--- src/aea_regs.svh ---
// Register indices, field positions, reset values and timing constants
`ifndef AEA_REGS_SVH
`define AEA_REGS_SVH
// ----------------------------------------------------------------------
// Register indices (byte address is four times the index)
// ----------------------------------------------------------------------
`define AEA_IDX_ENERGY 8'h01
`define AEA_IDX_ENERGY_RC 8'h02
`define AEA_IDX_LINE_ENERGY 8'h03
`define AEA_IDX_WAV_SRC 8'h0D
`define AEA_IDX_NL_SEL 8'h0E
`define AEA_IDX_ACC_MODE 8'h0F
`define AEA_IDX_HALF_CYC 8'h12
`define AEA_IDX_GAIN 8'h1D
`define AEA_IDX_DIVIDER 8'h24
`define AEA_IDX_EN_LOW 8'hD9
`define AEA_IDX_EN_MID 8'hDA
`define AEA_IDX_EN_HIGH 8'hDB
`define AEA_IDX_ST_LOW 8'hDC
`define AEA_IDX_ST_MID 8'hDD
`define AEA_IDX_ST_HIGH 8'hDE
// ----------------------------------------------------------------------
// Field positions
// ----------------------------------------------------------------------
`define AEA_NO_LOAD_BIT 0
`define AEA_SIGN_BIT 3
`define AEA_HALF_BIT 0
`define AEA_OVF_BIT 1
`define AEA_CYC_END_BIT 2
`define AEA_WAVE_EN_BIT 5
`define AEA_ABS_BIT 0
`define AEA_POS_BIT 1
`define AEA_SIGN_DIR_BIT 4
`define AEA_LINE_EN_BIT 7
// ----------------------------------------------------------------------
// Reset values and timing
// ----------------------------------------------------------------------
`define AEA_RST_BYTE 8'h00
`define AEA_CLK_HZ 20000000
`define AEA_SAMPLE_CYC 16'h0005
`define AEA_WAVE_SPS 25600
`define AEA_FULL_SCALE 32'h000CCCCD
`define AEA_PULSE_TH 32'h01000000
`define AEA_PULSE_NS 10000
`endif

--- src/aea_pkg.sv ---
// Types shared by the active energy accumulator modules
package aea_pkg;
    typedef struct packed {
        logic [15:0] cnt;
        logic tick;
    } aea_tick_t;

    typedef struct packed {
        logic [48:0] acc;
        logic [48:0] line_acc;
        logic [23:0] line_energy;
        logic [15:0] hc_cnt;
        logic line_arm;
        logic [7:0] wav_src;
        logic [7:0] nl_sel;
        logic [7:0] acc_mode;
        logic [15:0] half_cyc;
        logic [11:0] gain;
        logic [7:0] divider;
        logic [7:0] en_l;
        logic [7:0] en_m;
        logic [7:0] en_h;
        logic [7:0] st_l;
        logic [7:0] st_m;
        logic [7:0] st_h;
        logic prev_neg;
        logic [31:0] pulse_acc;
        logic [15:0] pulse_cnt;
        logic pulse_n;
        logic irq;
        logic [23:0] wav;
        logic wav_v;
        logic pready;
        logic pslverr;
        logic [31:0] prdata;
    } aea_state_t;
endpackage

--- src/aea_tick.sv ---
// One-cycle enable pulse every period clock cycles
`timescale 1ns/1ps
module aea_tick (
    // Clock and reset
    input wire logic clock,
    input wire logic rst,
    // Period in cycles, zero acts as one
    input wire logic [15:0] period,
    // Enable pulse
    output logic tick
);
    aea_pkg::aea_tick_t s_r;
    aea_pkg::aea_tick_t s_nxt;

    always_comb begin
        s_nxt = s_r;
        s_nxt.tick = 1'b0;
        if (s_r.cnt + 16'h0001 >= period) begin
            s_nxt.cnt = 16'h0000;
            s_nxt.tick = 1'b1;
        end else begin
            s_nxt.cnt = s_r.cnt + 16'h0001;
        end
    end

    always_ff @(posedge clock or posedge rst) begin
        if (rst) begin
            s_r <= '0;
        end else begin
            s_r <= s_nxt;
        end
    end

    assign tick = s_r.tick;
endmodule

--- src/aea_top.sv ---
// Active energy accumulator with APB register file and line-cycle mode
//
// Design decision made here: the APB register port.
`timescale 1ns/1ps
`include "aea_regs.svh"
module aea_top #(
    parameter int WAVE_CYC = `AEA_CLK_HZ / `AEA_WAVE_SPS,
    parameter logic [31:0] PULSE_TH = `AEA_PULSE_TH,
    parameter logic [31:0] FULL_SCALE = `AEA_FULL_SCALE
) (
    // Clock and reset
    input wire logic clock,
    input wire logic rst,
    // APB slave
    input wire logic psel,
    input wire logic penable,
    input wire logic pwrite,
    input wire logic [11:0] paddr,
    input wire logic [31:0] pwdata,
    output logic [31:0] prdata,
    output logic pready,
    output logic pslverr,
    // Calibrated power samples and voltage zero crossing
    input wire logic [23:0] active_power,
    input wire logic zero_cross,
    // Outputs
    output logic energy_pulse_out_n,
    output logic measure_irq,
    output logic [23:0] wave_sample,
    output logic wave_valid
);
    localparam logic [15:0] PULSE_CYC =
        16'((`AEA_PULSE_NS * 20 + 999) / 1000);

    aea_pkg::aea_state_t s_r;
    aea_pkg::aea_state_t s_nxt;

    logic smp_tick;
    logic wav_tick;
    logic [15:0] wav_period;
    logic signed [35:0] prod;
    logic signed [25:0] gained;
    logic signed [9:0] dvs;
    logic signed [25:0] divided;
    logic signed [25:0] inc;
    logic signed [25:0] pul;
    logic [25:0] g_mag;
    logic [25:0] pul_mag;
    logic below;
    logic pos_mode;
    logic abs_mode;
    logic acc_phase;
    logic addr_ok;
    logic [7:0] idx;
    logic wr_evt;
    logic rc_evt;
    logic lc_wr;
    logic line_end;
    logic pulse_start;
    logic [48:0] acc_base;
    logic [48:0] acc_new;
    logic [23:0] energy_top;
    logic [32:0] rd_word;

    // ------------------------------------------------------------------
    // Helpers
    // ------------------------------------------------------------------
    function automatic logic [31:0] nl_thresh(input logic [1:0] sel);
        unique case (sel)
            2'h1: nl_thresh = 32'((FULL_SCALE * 15) / 100000);
            2'h2: nl_thresh = 32'((FULL_SCALE * 75) / 1000000);
            2'h3: nl_thresh = 32'((FULL_SCALE * 37) / 1000000);
            2'h0: nl_thresh = 32'h00000000;
        endcase
    endfunction

    function automatic logic signed [25:0] apply_mode(
        input logic signed [25:0] v, input logic po, input logic ab);
        if (po) begin
            apply_mode = v[25] ? 26'sh0000000 : v;
        end else if (ab) begin
            apply_mode = v[25] ? -v : v;
        end else begin
            apply_mode = v;
        end
    endfunction

    function automatic logic [32:0] rd_mux(input logic [7:0] i,
        input aea_pkg::aea_state_t st);
        rd_mux = {1'b1, 32'h00000000};
        case (i)
            `AEA_IDX_ENERGY, `AEA_IDX_ENERGY_RC:
                rd_mux[23:0] = st.acc[48:25];
            `AEA_IDX_LINE_ENERGY: rd_mux[23:0] = st.line_energy;
            `AEA_IDX_WAV_SRC: rd_mux[7:0] = st.wav_src;
            `AEA_IDX_NL_SEL: rd_mux[7:0] = st.nl_sel;
            `AEA_IDX_ACC_MODE: rd_mux[7:0] = st.acc_mode;
            `AEA_IDX_HALF_CYC: rd_mux[15:0] = st.half_cyc;
            `AEA_IDX_GAIN: rd_mux[11:0] = st.gain;
            `AEA_IDX_DIVIDER: rd_mux[7:0] = st.divider;
            `AEA_IDX_EN_LOW: rd_mux[7:0] = st.en_l;
            `AEA_IDX_EN_MID: rd_mux[7:0] = st.en_m;
            `AEA_IDX_EN_HIGH: rd_mux[7:0] = st.en_h;
            `AEA_IDX_ST_LOW: rd_mux[7:0] = st.st_l;
            `AEA_IDX_ST_MID: rd_mux[7:0] = st.st_m;
            `AEA_IDX_ST_HIGH: rd_mux[7:0] = st.st_h;
            default: rd_mux[32] = 1'b0;
        endcase
    endfunction

    // ------------------------------------------------------------------
    // Sample and waveform rate enables
    // ------------------------------------------------------------------
    // five-clock sample enable
    aea_tick u_smp (
        .clock(clock),
        .rst(rst),
        .period(`AEA_SAMPLE_CYC),
        .tick(smp_tick)
    );

    // rate halves per step of the rate field
    assign wav_period = 16'(WAVE_CYC) << s_r.wav_src[4:3];

    aea_tick u_wav (
        .clock(clock),
        .rst(rst),
        .period(wav_period),
        .tick(wav_tick)
    );

    // ------------------------------------------------------------------
    // Power path
    // ------------------------------------------------------------------
    // gain of one plus gain/4096
    assign prod = $signed(active_power) * $signed(s_r.gain);
    assign gained = 26'($signed(active_power)) + 26'(prod >>> 12);
    assign dvs = (s_r.divider == 8'h00) ? 10'sh001
                                         : $signed({2'b00, s_r.divider});
    assign divided = gained / 26'(dvs);
    assign g_mag = gained[25] ? 26'(-gained) : 26'(gained);
    assign below = (s_r.nl_sel[1:0] != 2'h0) &&
                   (32'(g_mag) < nl_thresh(s_r.nl_sel[1:0]));
    // both mode bits set fall back to positive-only
    assign pos_mode = s_r.acc_mode[`AEA_POS_BIT];
    assign abs_mode = s_r.acc_mode[`AEA_ABS_BIT] & ~pos_mode;
    assign inc = below ? 26'sh0000000
                       : apply_mode(divided, pos_mode, abs_mode);
    // pulse path follows gain and mode, not the divider
    assign pul = below ? 26'sh0000000
                       : apply_mode(gained, pos_mode, abs_mode);
    assign pul_mag = pul[25] ? 26'(-pul) : 26'(pul);

    // ------------------------------------------------------------------
    // Bus decode
    // ------------------------------------------------------------------
    assign idx = paddr[9:2];
    assign addr_ok = (paddr[1:0] == 2'h0) && (paddr[11:10] == 2'h0);
    assign acc_phase = psel & penable & ~s_r.pready;
    assign wr_evt = psel & penable & s_r.pready & pwrite & addr_ok;
    // Clear happens with the data capture, so nothing added later is lost
    assign rc_evt = acc_phase & ~pwrite & addr_ok &
                    (idx == `AEA_IDX_ENERGY_RC);
    assign lc_wr = wr_evt & (idx == `AEA_IDX_HALF_CYC);
    assign rd_word = rd_mux(idx, s_r);

    // read-clear keeps only the hidden low bits
    assign acc_base = rc_evt ? {24'h000000, s_r.acc[24:0]} : s_r.acc;
    // two's complement wrap of the whole accumulator
    assign acc_new = acc_base + 49'(inc);
    assign energy_top = s_r.acc[48:25];

    assign line_end = s_r.acc_mode[`AEA_LINE_EN_BIT] & ~lc_wr &
                      zero_cross & s_r.line_arm &
                      (s_r.half_cyc != 16'h0000) &&
                      (s_r.hc_cnt + 16'h0001 == s_r.half_cyc);
    assign pulse_start = smp_tick &&
                         (s_r.pulse_acc + 32'(pul_mag) >= PULSE_TH);

    // ------------------------------------------------------------------
    // Next state
    // ------------------------------------------------------------------
    always_comb begin
        s_nxt = s_r;
        s_nxt.wav_v = 1'b0;
        s_nxt.pready = acc_phase;
        if (acc_phase) begin
            s_nxt.pslverr = ~(addr_ok & rd_word[32]);
            s_nxt.prdata = pwrite ? 32'h00000000 : rd_word[31:0];
        end
        if (rc_evt) begin
            s_nxt.acc = acc_base;
        end
        if (wr_evt) begin
            case (idx)
                `AEA_IDX_WAV_SRC: s_nxt.wav_src = pwdata[7:0];
                `AEA_IDX_NL_SEL: s_nxt.nl_sel = pwdata[7:0];
                `AEA_IDX_ACC_MODE: s_nxt.acc_mode = pwdata[7:0];
                `AEA_IDX_HALF_CYC: s_nxt.half_cyc = pwdata[15:0];
                `AEA_IDX_GAIN: s_nxt.gain = pwdata[11:0];
                `AEA_IDX_DIVIDER: s_nxt.divider = pwdata[7:0];
                `AEA_IDX_EN_LOW: s_nxt.en_l = pwdata[7:0];
                `AEA_IDX_EN_MID: s_nxt.en_m = pwdata[7:0];
                `AEA_IDX_EN_HIGH: s_nxt.en_h = pwdata[7:0];
                `AEA_IDX_ST_LOW: s_nxt.st_l = s_r.st_l & ~pwdata[7:0];
                `AEA_IDX_ST_MID: s_nxt.st_m = s_r.st_m & ~pwdata[7:0];
                `AEA_IDX_ST_HIGH: s_nxt.st_h = s_r.st_h & ~pwdata[7:0];
                default: s_nxt.gain = s_r.gain;
            endcase
        end
        // Flag sets come after the clears so a same-cycle event wins
        if (smp_tick) begin
            s_nxt.acc = acc_new;
            if (below) begin
                s_nxt.st_l[`AEA_NO_LOAD_BIT] = 1'b1;
            end
            // sign change in the selected direction
            s_nxt.prev_neg = gained[25];
            if (s_r.acc_mode[`AEA_SIGN_DIR_BIT] ?
                (s_r.prev_neg & ~gained[25]) :
                (~s_r.prev_neg & gained[25])) begin
                s_nxt.st_l[`AEA_SIGN_BIT] = 1'b1;
            end
            // half full either sign, overflow or underflow
            if ((acc_base[48:47] == 2'b00 && acc_new[48:47] == 2'b01) ||
                (acc_base[48:47] == 2'b11 && acc_new[48:47] == 2'b10)) begin
                s_nxt.st_m[`AEA_HALF_BIT] = 1'b1;
            end
            // Same-sign operands giving the other sign is a wrap
            if (acc_base[48] != acc_new[48] &&
                acc_base[48] == inc[25]) begin
                s_nxt.st_m[`AEA_OVF_BIT] = 1'b1;
            end
            s_nxt.pulse_acc = s_r.pulse_acc + 32'(pul_mag);
            if (pulse_start) begin
                s_nxt.pulse_acc = s_r.pulse_acc + 32'(pul_mag) - PULSE_TH;
            end
        end
        if (pulse_start) begin
            s_nxt.pulse_cnt = PULSE_CYC;
            s_nxt.pulse_n = 1'b0;
        end else if (s_r.pulse_cnt > 16'h0001) begin
            s_nxt.pulse_cnt = s_r.pulse_cnt - 16'h0001;
        end else begin
            s_nxt.pulse_cnt = 16'h0000;
            s_nxt.pulse_n = 1'b1;
        end
        // count write clears result and waits for a crossing
        if (lc_wr) begin
            s_nxt.line_energy = 24'h000000;
            s_nxt.line_acc = 49'h0;
            s_nxt.line_arm = 1'b0;
            s_nxt.hc_cnt = 16'h0000;
        end else if (s_r.acc_mode[`AEA_LINE_EN_BIT]) begin
            // same increment and weight as main sum
            if (smp_tick && s_r.line_arm) begin
                s_nxt.line_acc = s_r.line_acc + 49'(inc);
            end
            if (zero_cross) begin
                if (!s_r.line_arm) begin
                    s_nxt.line_arm = 1'b1;
                    s_nxt.hc_cnt = 16'h0000;
                    s_nxt.line_acc = 49'h0;
                end else if (line_end) begin
                    s_nxt.line_energy = s_nxt.line_acc[48:25];
                    s_nxt.st_h[`AEA_CYC_END_BIT] = 1'b1;
                    s_nxt.line_acc = 49'h0;
                    s_nxt.hc_cnt = 16'h0000;
                end else begin
                    s_nxt.hc_cnt = s_r.hc_cnt + 16'h0001;
                end
            end
        end
        if (wav_tick && s_r.en_h[`AEA_WAVE_EN_BIT] &&
            s_r.wav_src[1:0] == 2'h0) begin
            s_nxt.wav = 24'(gained);
            s_nxt.wav_v = 1'b1;
        end
        s_nxt.irq = |(s_r.st_l & s_r.en_l) | |(s_r.st_m & s_r.en_m) |
            (s_r.st_h[`AEA_CYC_END_BIT] & s_r.en_h[`AEA_CYC_END_BIT]);
    end

    always_ff @(posedge clock or posedge rst) begin
        if (rst) begin
            s_r <= '0;
            s_r.pulse_n <= 1'b1;
        end else begin
            s_r <= s_nxt;
        end
    end

    assign prdata = s_r.prdata;
    assign pready = s_r.pready;
    assign pslverr = s_r.pslverr;
    assign energy_pulse_out_n = s_r.pulse_n;
    assign measure_irq = s_r.irq;
    assign wave_sample = s_r.wav;
    assign wave_valid = s_r.wav_v;
endmodule

--- config.mk ---
export PLATFORM = sky130hd
export DESIGN_NAME = aea_top
export DESIGN_NICKNAME = d
export VERILOG_FILES = /design/src/aea_pkg.sv /design/src/aea_tick.sv /design/src/aea_top.sv
export VERILOG_INCLUDE_DIRS = /design/src /design/src/src
export SDC_FILE = /design/constraint.sdc
export NUM_CORES = 2
export LEC_CHECK = 0
export BUFFER_PORTS_ARGS = -buffer_cell sky130_fd_sc_hd__buf_2
export CAP_MARGIN = 10
export CORE_MARGIN = 5
export CORE_UTILIZATION = 65
export CTS_CLUSTER_SIZE = 25
export DETAILED_ROUTE_END_ITERATION = 6
export GPL_TIMING_DRIVEN = 0
export PLACE_DENSITY = 0.8
export SLEW_MARGIN = 40
export SYNTH_ARGS = -nofsm -noshare
export SYNTH_HDL_FRONTEND = slang
export SYNTH_HIERARCHICAL = 1
export SYNTH_SLANG_ARGS = --single-unit
--- constraint.sdc ---
create_clock -name clock -period 90.3 [get_ports clock]
set_clock_uncertainty 0.1 [all_clocks]
set_input_delay 13.545 -clock clock [delete_from_list [all_inputs] [get_ports clock]]
set_output_delay 13.545 -clock clock [all_outputs]
set_load 0.02 [all_outputs]
## Word level (Yosys, flattened, before mapping)

Index checks and enable logic that the tools add are counted.

| storage, ports and cells | value |
|---|---|
| ROM bits | 0 |
| memories | 0 |
| register bits | 391 |
| input bits | 74 |
| output and inout bits | 61 |
| memory bits (writable) | 0 |
| word-level logic and storage cells | 211 |
| latch bits | 0 |

| operators by class | value |
|---|---|
| eq/ne operators | 25 |
| multiply operators | 1 |
| reductions and logical operators | 42 |
| shift operators | 1 |
| magnitude comparators | 5 |
| bitwise logic cells | 33 |
| divide/modulo/power cells | 1 |
| $add $sub $neg | 12 |
| multiplexer cells | 57 |

Operator list:

| operator | number |
|---|---|
| $mux W90 | 3 |
| $mux W49 | 5 |
| $mux W26 | 9 |
| $pmux W32 S4 | 1 |
| $pmux W8 S14 | 1 |
| $add A49 B49 Y49 | 2 |
| $mux W16 | 5 |
| $mux W73 | 1 |
| $neg A26 Y26 | 2 |
| $mux W25 | 2 |
| $add A16 B1 Y16 const B | 3 |
| $eq A8 B8 Y1 const B | 6 |
| $mux W24 | 2 |
| $and A8 B8 Y8 | 5 |
| $mul A24 B12 Y36 | 1 |
| $add A32 B26 Y32 | 1 |
| $ge A32 B25 Y1 const B | 1 |
| $lt A26 B32 Y1 | 1 |
| $mux W32 | 1 |
| $sub A32 B25 Y32 const B | 1 |
| $div A26 B26 Y26 | 1 |
| $neg A25 Y26 | 1 |
| $reduce_and A2 Y1 | 13 |
| $add A24 B24 Y25 | 1 |
| other kinds (39) | 108 |

## Logic depth before layout (Yosys ltp)

| logic depth | value |
|---|---|
| word-level depth | 16 |
| depth in mapped cells | 471 |

## Hierarchy

The synthesis kept the hierarchy.

By module, submodules not included:

| module | cells each | instances | sequential area each (µm²) | area an instance (µm²) |
|---|---|---|---|---|
| aea_top | 5854 | 1 | 8734.6 | 48413.9 |
| aea_tick | 135 | 2 | 425.4 | 1393.8 |

## Least setup slack after synthesis

No wires, ideal clock.

| timing | value |
|---|---|
| kind | input port to flip-flop |
| from | input port active_power[1] |
| to | register s_r[118] in the netlist's numbering |
| slack | -5.352 ns |
| required time | 90.078 ns |
| buffers on the path | 32 |
| arrival | 95.431 ns |
| cell stages on the path | 450 |
| cells stage by stage | clkbuf_1 nand2_1 fa_1 inv_1 ha_1 fa_1 inv_1 fa_1 inv_1 fa_1 ha_1 o21ai_0 nand2b_1 a21oi_1 nor2b_1 o21ai_0 nand2b_1 a21oi_1 [414 not listed] a21o_1 a21oi_1 o21bai_1 a21o_1 a21o_1 a21o_1 a21o_1 a21oi_1 o21bai_1 a21oi_1 o21ai_0 o21ai_0 nand2b_1 a21oi_1 xnor2_1 nor3_1 a31o_2 a32o_1 |

RTL lines:

| element | line | source |
|---|---|---|
| from (decl) | aea_top.sv:24 | `input wire logic [23:0] active_power,` |
| to (signal assigned) | aea_top.sv:288 | `s_r <= s_nxt;` |
| to (decl) | aea_top.sv:35 | `aea_pkg::aea_state_t s_r;` |

## Worst setup path in the final report

| timing | value |
|---|---|
| from | input port active_power[4] |
| to | register s_r[258] in the netlist's numbering |

| on the way | value |
|---|---|
| cells in the longest elaborated chain, start to end | 15 |
| elaborated cells on any way between the ends | 20 |
| classes of those cells | 4 x add/sub; 1 x mul; 1 x div; 1 x order compare; 12 x mux; 1 x reduce/logical |

RTL lines:

| element | line | source |
|---|---|---|
| $mul A24 B12 Y36 | aea_top.sv:136 | `assign prod = $signed(active_power) * $signed(s_r.gain);` |
| $add A24 B24 Y25 * | aea_top.sv:137 | `assign gained = 26'($signed(active_power)) + 26'(prod >>> 12);` |
| $div A26 B26 Y26 | aea_top.sv:140 | `assign divided = gained / 26'(dvs);` |
| $neg A26 Y26 | aea_top.sv:82 | `apply_mode = v[25] ? -v : v;` |
| $mux W26 | aea_top.sv:82 |  |
| $mux W26 | aea_top.sv:81 | `end else if (ab) begin` |
| $mux W26 | aea_top.sv:79 | `if (po) begin` |
| $mux W26 * | aea_top.sv:147 | `assign inc = below ? 26'sh0000000` |
| $add A49 B49 Y49 * | aea_top.sv:257 | `s_nxt.line_acc = s_r.line_acc + 49'(inc);` |
| $mux W49 * | aea_top.sv:256 | `if (smp_tick && s_r.line_arm) begin` |
| $mux W73 * | aea_top.sv:264 | `end else if (line_end) begin` |
| $mux W24 * | aea_top.sv:260 | `if (!s_r.line_arm) begin` |
| $mux W90 * | aea_top.sv:259 | `if (zero_cross) begin` |
| $mux W90 * | aea_top.sv:254 | `` end else if (s_r.acc_mode[`AEA_LINE_EN_BIT]) begin `` |
| $mux W90 * | aea_top.sv:249 | `if (lc_wr) begin` |

Every way passes the cells marked *; elsewhere a longest branch is shown, timed or not. The select of a mux whose other input is x is not followed.
A chain may end at the register's enable or synchronous reset.

==> out/metrics.csv <==
stage,metric,value,unit
outcome,status,"finished, violations left",
outcome,failing checks,"DRC, setup timing",
floorplanning,Die W,291,um
finish,area of the multi-input gates,0.0410,mm^2
routing,drt pass-1 iters,7,
place,routability cong.,0.998,
finish,Nets,7516,
synth,Mapped Avg Cell Area,8.36,um^2
timing,Slew Limit Headroom,29.1,%
synth,#FFs+latches synth,383,
critical_path,r2r setup slk,7.18,ns
finish,most frequent cells in the layout,"nand2_1 (613), buf_4 (480), inv_1 (442)",
timing,Final Hold Vio Count,0,
synth,Post-Syn Instances,6124,
floorplanning,Die Ht,291,um
routing,WL per Instance,21.5,um
place,Placement Setup Slack,-13.25,ns
clock_tree,Worst-Skew Late Latency,0.60,ns
synth,Most used DFF post-synth,dfrtp_1,
global_route,largest net degree at the start of global routing,82,
timing,Final period util,105,%
routing,DRC viols,16,
routing,Vias,51100,
timing,slew of the pin with the lowest slew margin,1.05,ns
global_route,global-route wire length before repair,247,mm
clock_tree,cts hold-fix bufs,0,
critical_path,Critical Path AT,95.27,ns
clock_tree,root buffer cell,clkbuf_16,
finish,Seq. cell area,0.00959,mm^2
global_route,vias in the first global route,47300,
finish,fillers,5378,
clock_tree,clock slew at reported path FFs,0.06,ns
timing,setup ws final,-4.58,ns
critical_path,"Largest stage delay, worst path",0.60,ns
critical_path,cell family with most CP delay,compound AO/OA/AOI/OAI gates,
place,DP Area,0.0540,mm^2
floorplanning,I/O pins,135,
critical_path,critical path class,primary input to register,
floorplanning,die area,0.0845,mm^2
timing,unrepaired setup endpoints after global routing,true,
clock_tree,clock buffer depth,3,
clock_tree,CTS tree,done,
routing,Iter 0 DRT Violations,5389,
global_route,grt ovf,0,
routing,Antenna Nets Post-Route,0,
finish,fraction of layout cells with a size suffix above 1,22.3,%
place,hpwl dp,120,mm
synth,"Async S/R FF share, synth",100,%
global_route,all-layer global routing usage,35.1,%
critical_path,"most used cell, CP",o21a_1,
synth,Yosys cell types,149,
routing,total wire length,168,mm
floorplanning,row cnt,103,
critical_path,Crit path buffers/inverters,41,
min_path,min-delay worst type,register to register,
floorplanning,core footprint,0.0786,mm^2
finish,"most common cell after layout, fill and taps aside",nand2_1,
critical_path,"slowest stage cell, crit path",fa_1,
synth,Ys Warns,6,
timing,post-layout minimum cycle time,94.88,ns
finish,area added between synthesis and finish,18.9,%
synth,Netlist Area Pre-Place,0.0512,mm^2
synth,Post-synth EDFFs,0,
floorplanning,initial core utilization,65.1,%
critical_path,CP Data Required Time,90.68,ns
flow_run,Max-cap violations,0,
critical_path,worst-path maximum fanout,10,
timing,Final Max Tran Viols,0,
clock_tree,Max H-tree Level,2,
clock_tree,CTS Buf Count,41,
critical_path,Critical Path End Type,register,
critical_path,crit path launch type,primary input,
place,number of port buffers,106,
timing,FMAX,10.5,MHz
synth,post-synthesis sequential area ratio,18.7,%
finish,Finished Cell Area,0.0609,mm^2
global_route,initial antenna violation count,5,
timing,Final setup viols,78,
routing,post-DR vias/cell,6.55,
clock_tree,clk sinks,383,
state kept, by name, indices dropped and copies added, names as in the netlist:
name	cells
s_r	271
energy_top	24
prdata	24
wave_sample	24
u_smp/s_r	16
u_wav/s_r	16
energy_pulse_out_n	1
measure_irq	1
pos_mode	1
pready	1
pslverr	1
u_smp/tick	1
u_wav/tick	1
wave_valid	1
timing repair:
item / 4_1_cts / 5_1_grt
pin swaps: 41 / 400
setup buffers: 55 / 353
gates resized for setup: 129 / 455
gates cloned: 0 / 3
endpoints found under the setup margin: 124 / 124
per-stage QoR:
stage / instances / utilization [%] / setup TNS [ns] / hold slack [ns]
2_1_floorplan: 6152 / - / 0 / 0.347
3_3_place_gp: 7308 / 68.4 / -1028.54 / 0.352
3_5_place_dp: 7318 / 68.7 / -1173.07 / 0.359
4_1_cts: 7449 / 71.8 / -339.06 / 0.376
5_1_grt: 7802 / 77.4 / -476.84 / 0.417
6_report: 7804 / 77.4 / -180.92 / 0.373
routing by layer:
metal	wire length, um	GRT usage [%]	part of all wire [%]
met1	65000	46.4	39
met4	9600	14.9	5.7
met5	39	0	0.023
met3	14500	5.46	8.7
met2	78500	57.8	47
path summary, 6_finish.rpt:
kind | cells past startpoint | startpoint | end
worst max-delay path | 448 | active_power[4] | s_r[258]
worst min-delay path | 2 | pslverr | pslverr
worst max register to register | 448 | s_r[169] | s_r[258]
worst min register to register | 2 | pslverr | pslverr
max in group asynchronous | 5 | rst | s_r[230]
min in group asynchronous | 2 | rst | s_r[316]
worst min-delay path, stage by stage (launching register included):
cell	delay [ns]
dfrtp_1	0.34
nand2_1	0.05
nand2_1	0.05
kinds of logic after synthesis:
logic type               synth area share (%)
adder cells (fa/ha/maj)                  21.5
multiplexers                             4.91
flip-flops                               18.7
XOR/XNOR                                 5.97
other                                  0.0147
AO/OA/AOI/OAI                            21.2
AND/OR/NAND/NOR                          21.3
buffers and inverters                    6.45
synth_stat cells (46+ instances only):
| master | instances | share of area (%) |
|---|---|---|
| nand4_1 | 53 | 0.65 |
| or3_1 | 46 | 0.56 |
| nand3_1 | 128 | 1.3 |
| a21oi_1 | 337 | 3.3 |
| nor3_1 | 240 | 2.3 |
| nor2_1 | 474 | 3.5 |
| fa_1 | 260 | 10 |
| o21ai_0 | 287 | 2.8 |
| o21bai_1 | 86 | 1.3 |
| xor2_1 | 100 | 1.7 |
| nand2_1 | 641 | 4.7 |
| a21o_1 | 98 | 1.4 |
| and2_1 | 155 | 1.9 |
| mux2i_1 | 59 | 1.2 |
| buf_4 | 85 | 1.2 |
| a22o_1 | 51 | 0.87 |
| nor4_1 | 52 | 0.64 |
| mux2_2 | 170 | 3.7 |
| ha_1 | 463 | 11 |
| nand2b_1 | 58 | 0.71 |
| o31ai_1 | 65 | 0.95 |
| inv_1 | 462 | 3.4 |
| dfrtp_1 | 382 | 19 |
| clkbuf_1 | 161 | 1.2 |
| xnor2_1 | 249 | 4.3 |
| o21a_1 | 166 | 2.4 |
final cells by class:
cell class                 count  area share (%)
tap                         1050            2.16
clock inverter                25           0.510
multi-input combinational   5017            67.3
buffer                       285            3.09
sequential                   383            15.7
antenna                        2         0.00822
clock buffer                  51            1.85
inverter                     465            2.90
timing repair buffer         526            6.40
Power is left out: the tool's default activity adds up to more than one toggle a clock period on the data nets, which glitch-free logic cannot reach.
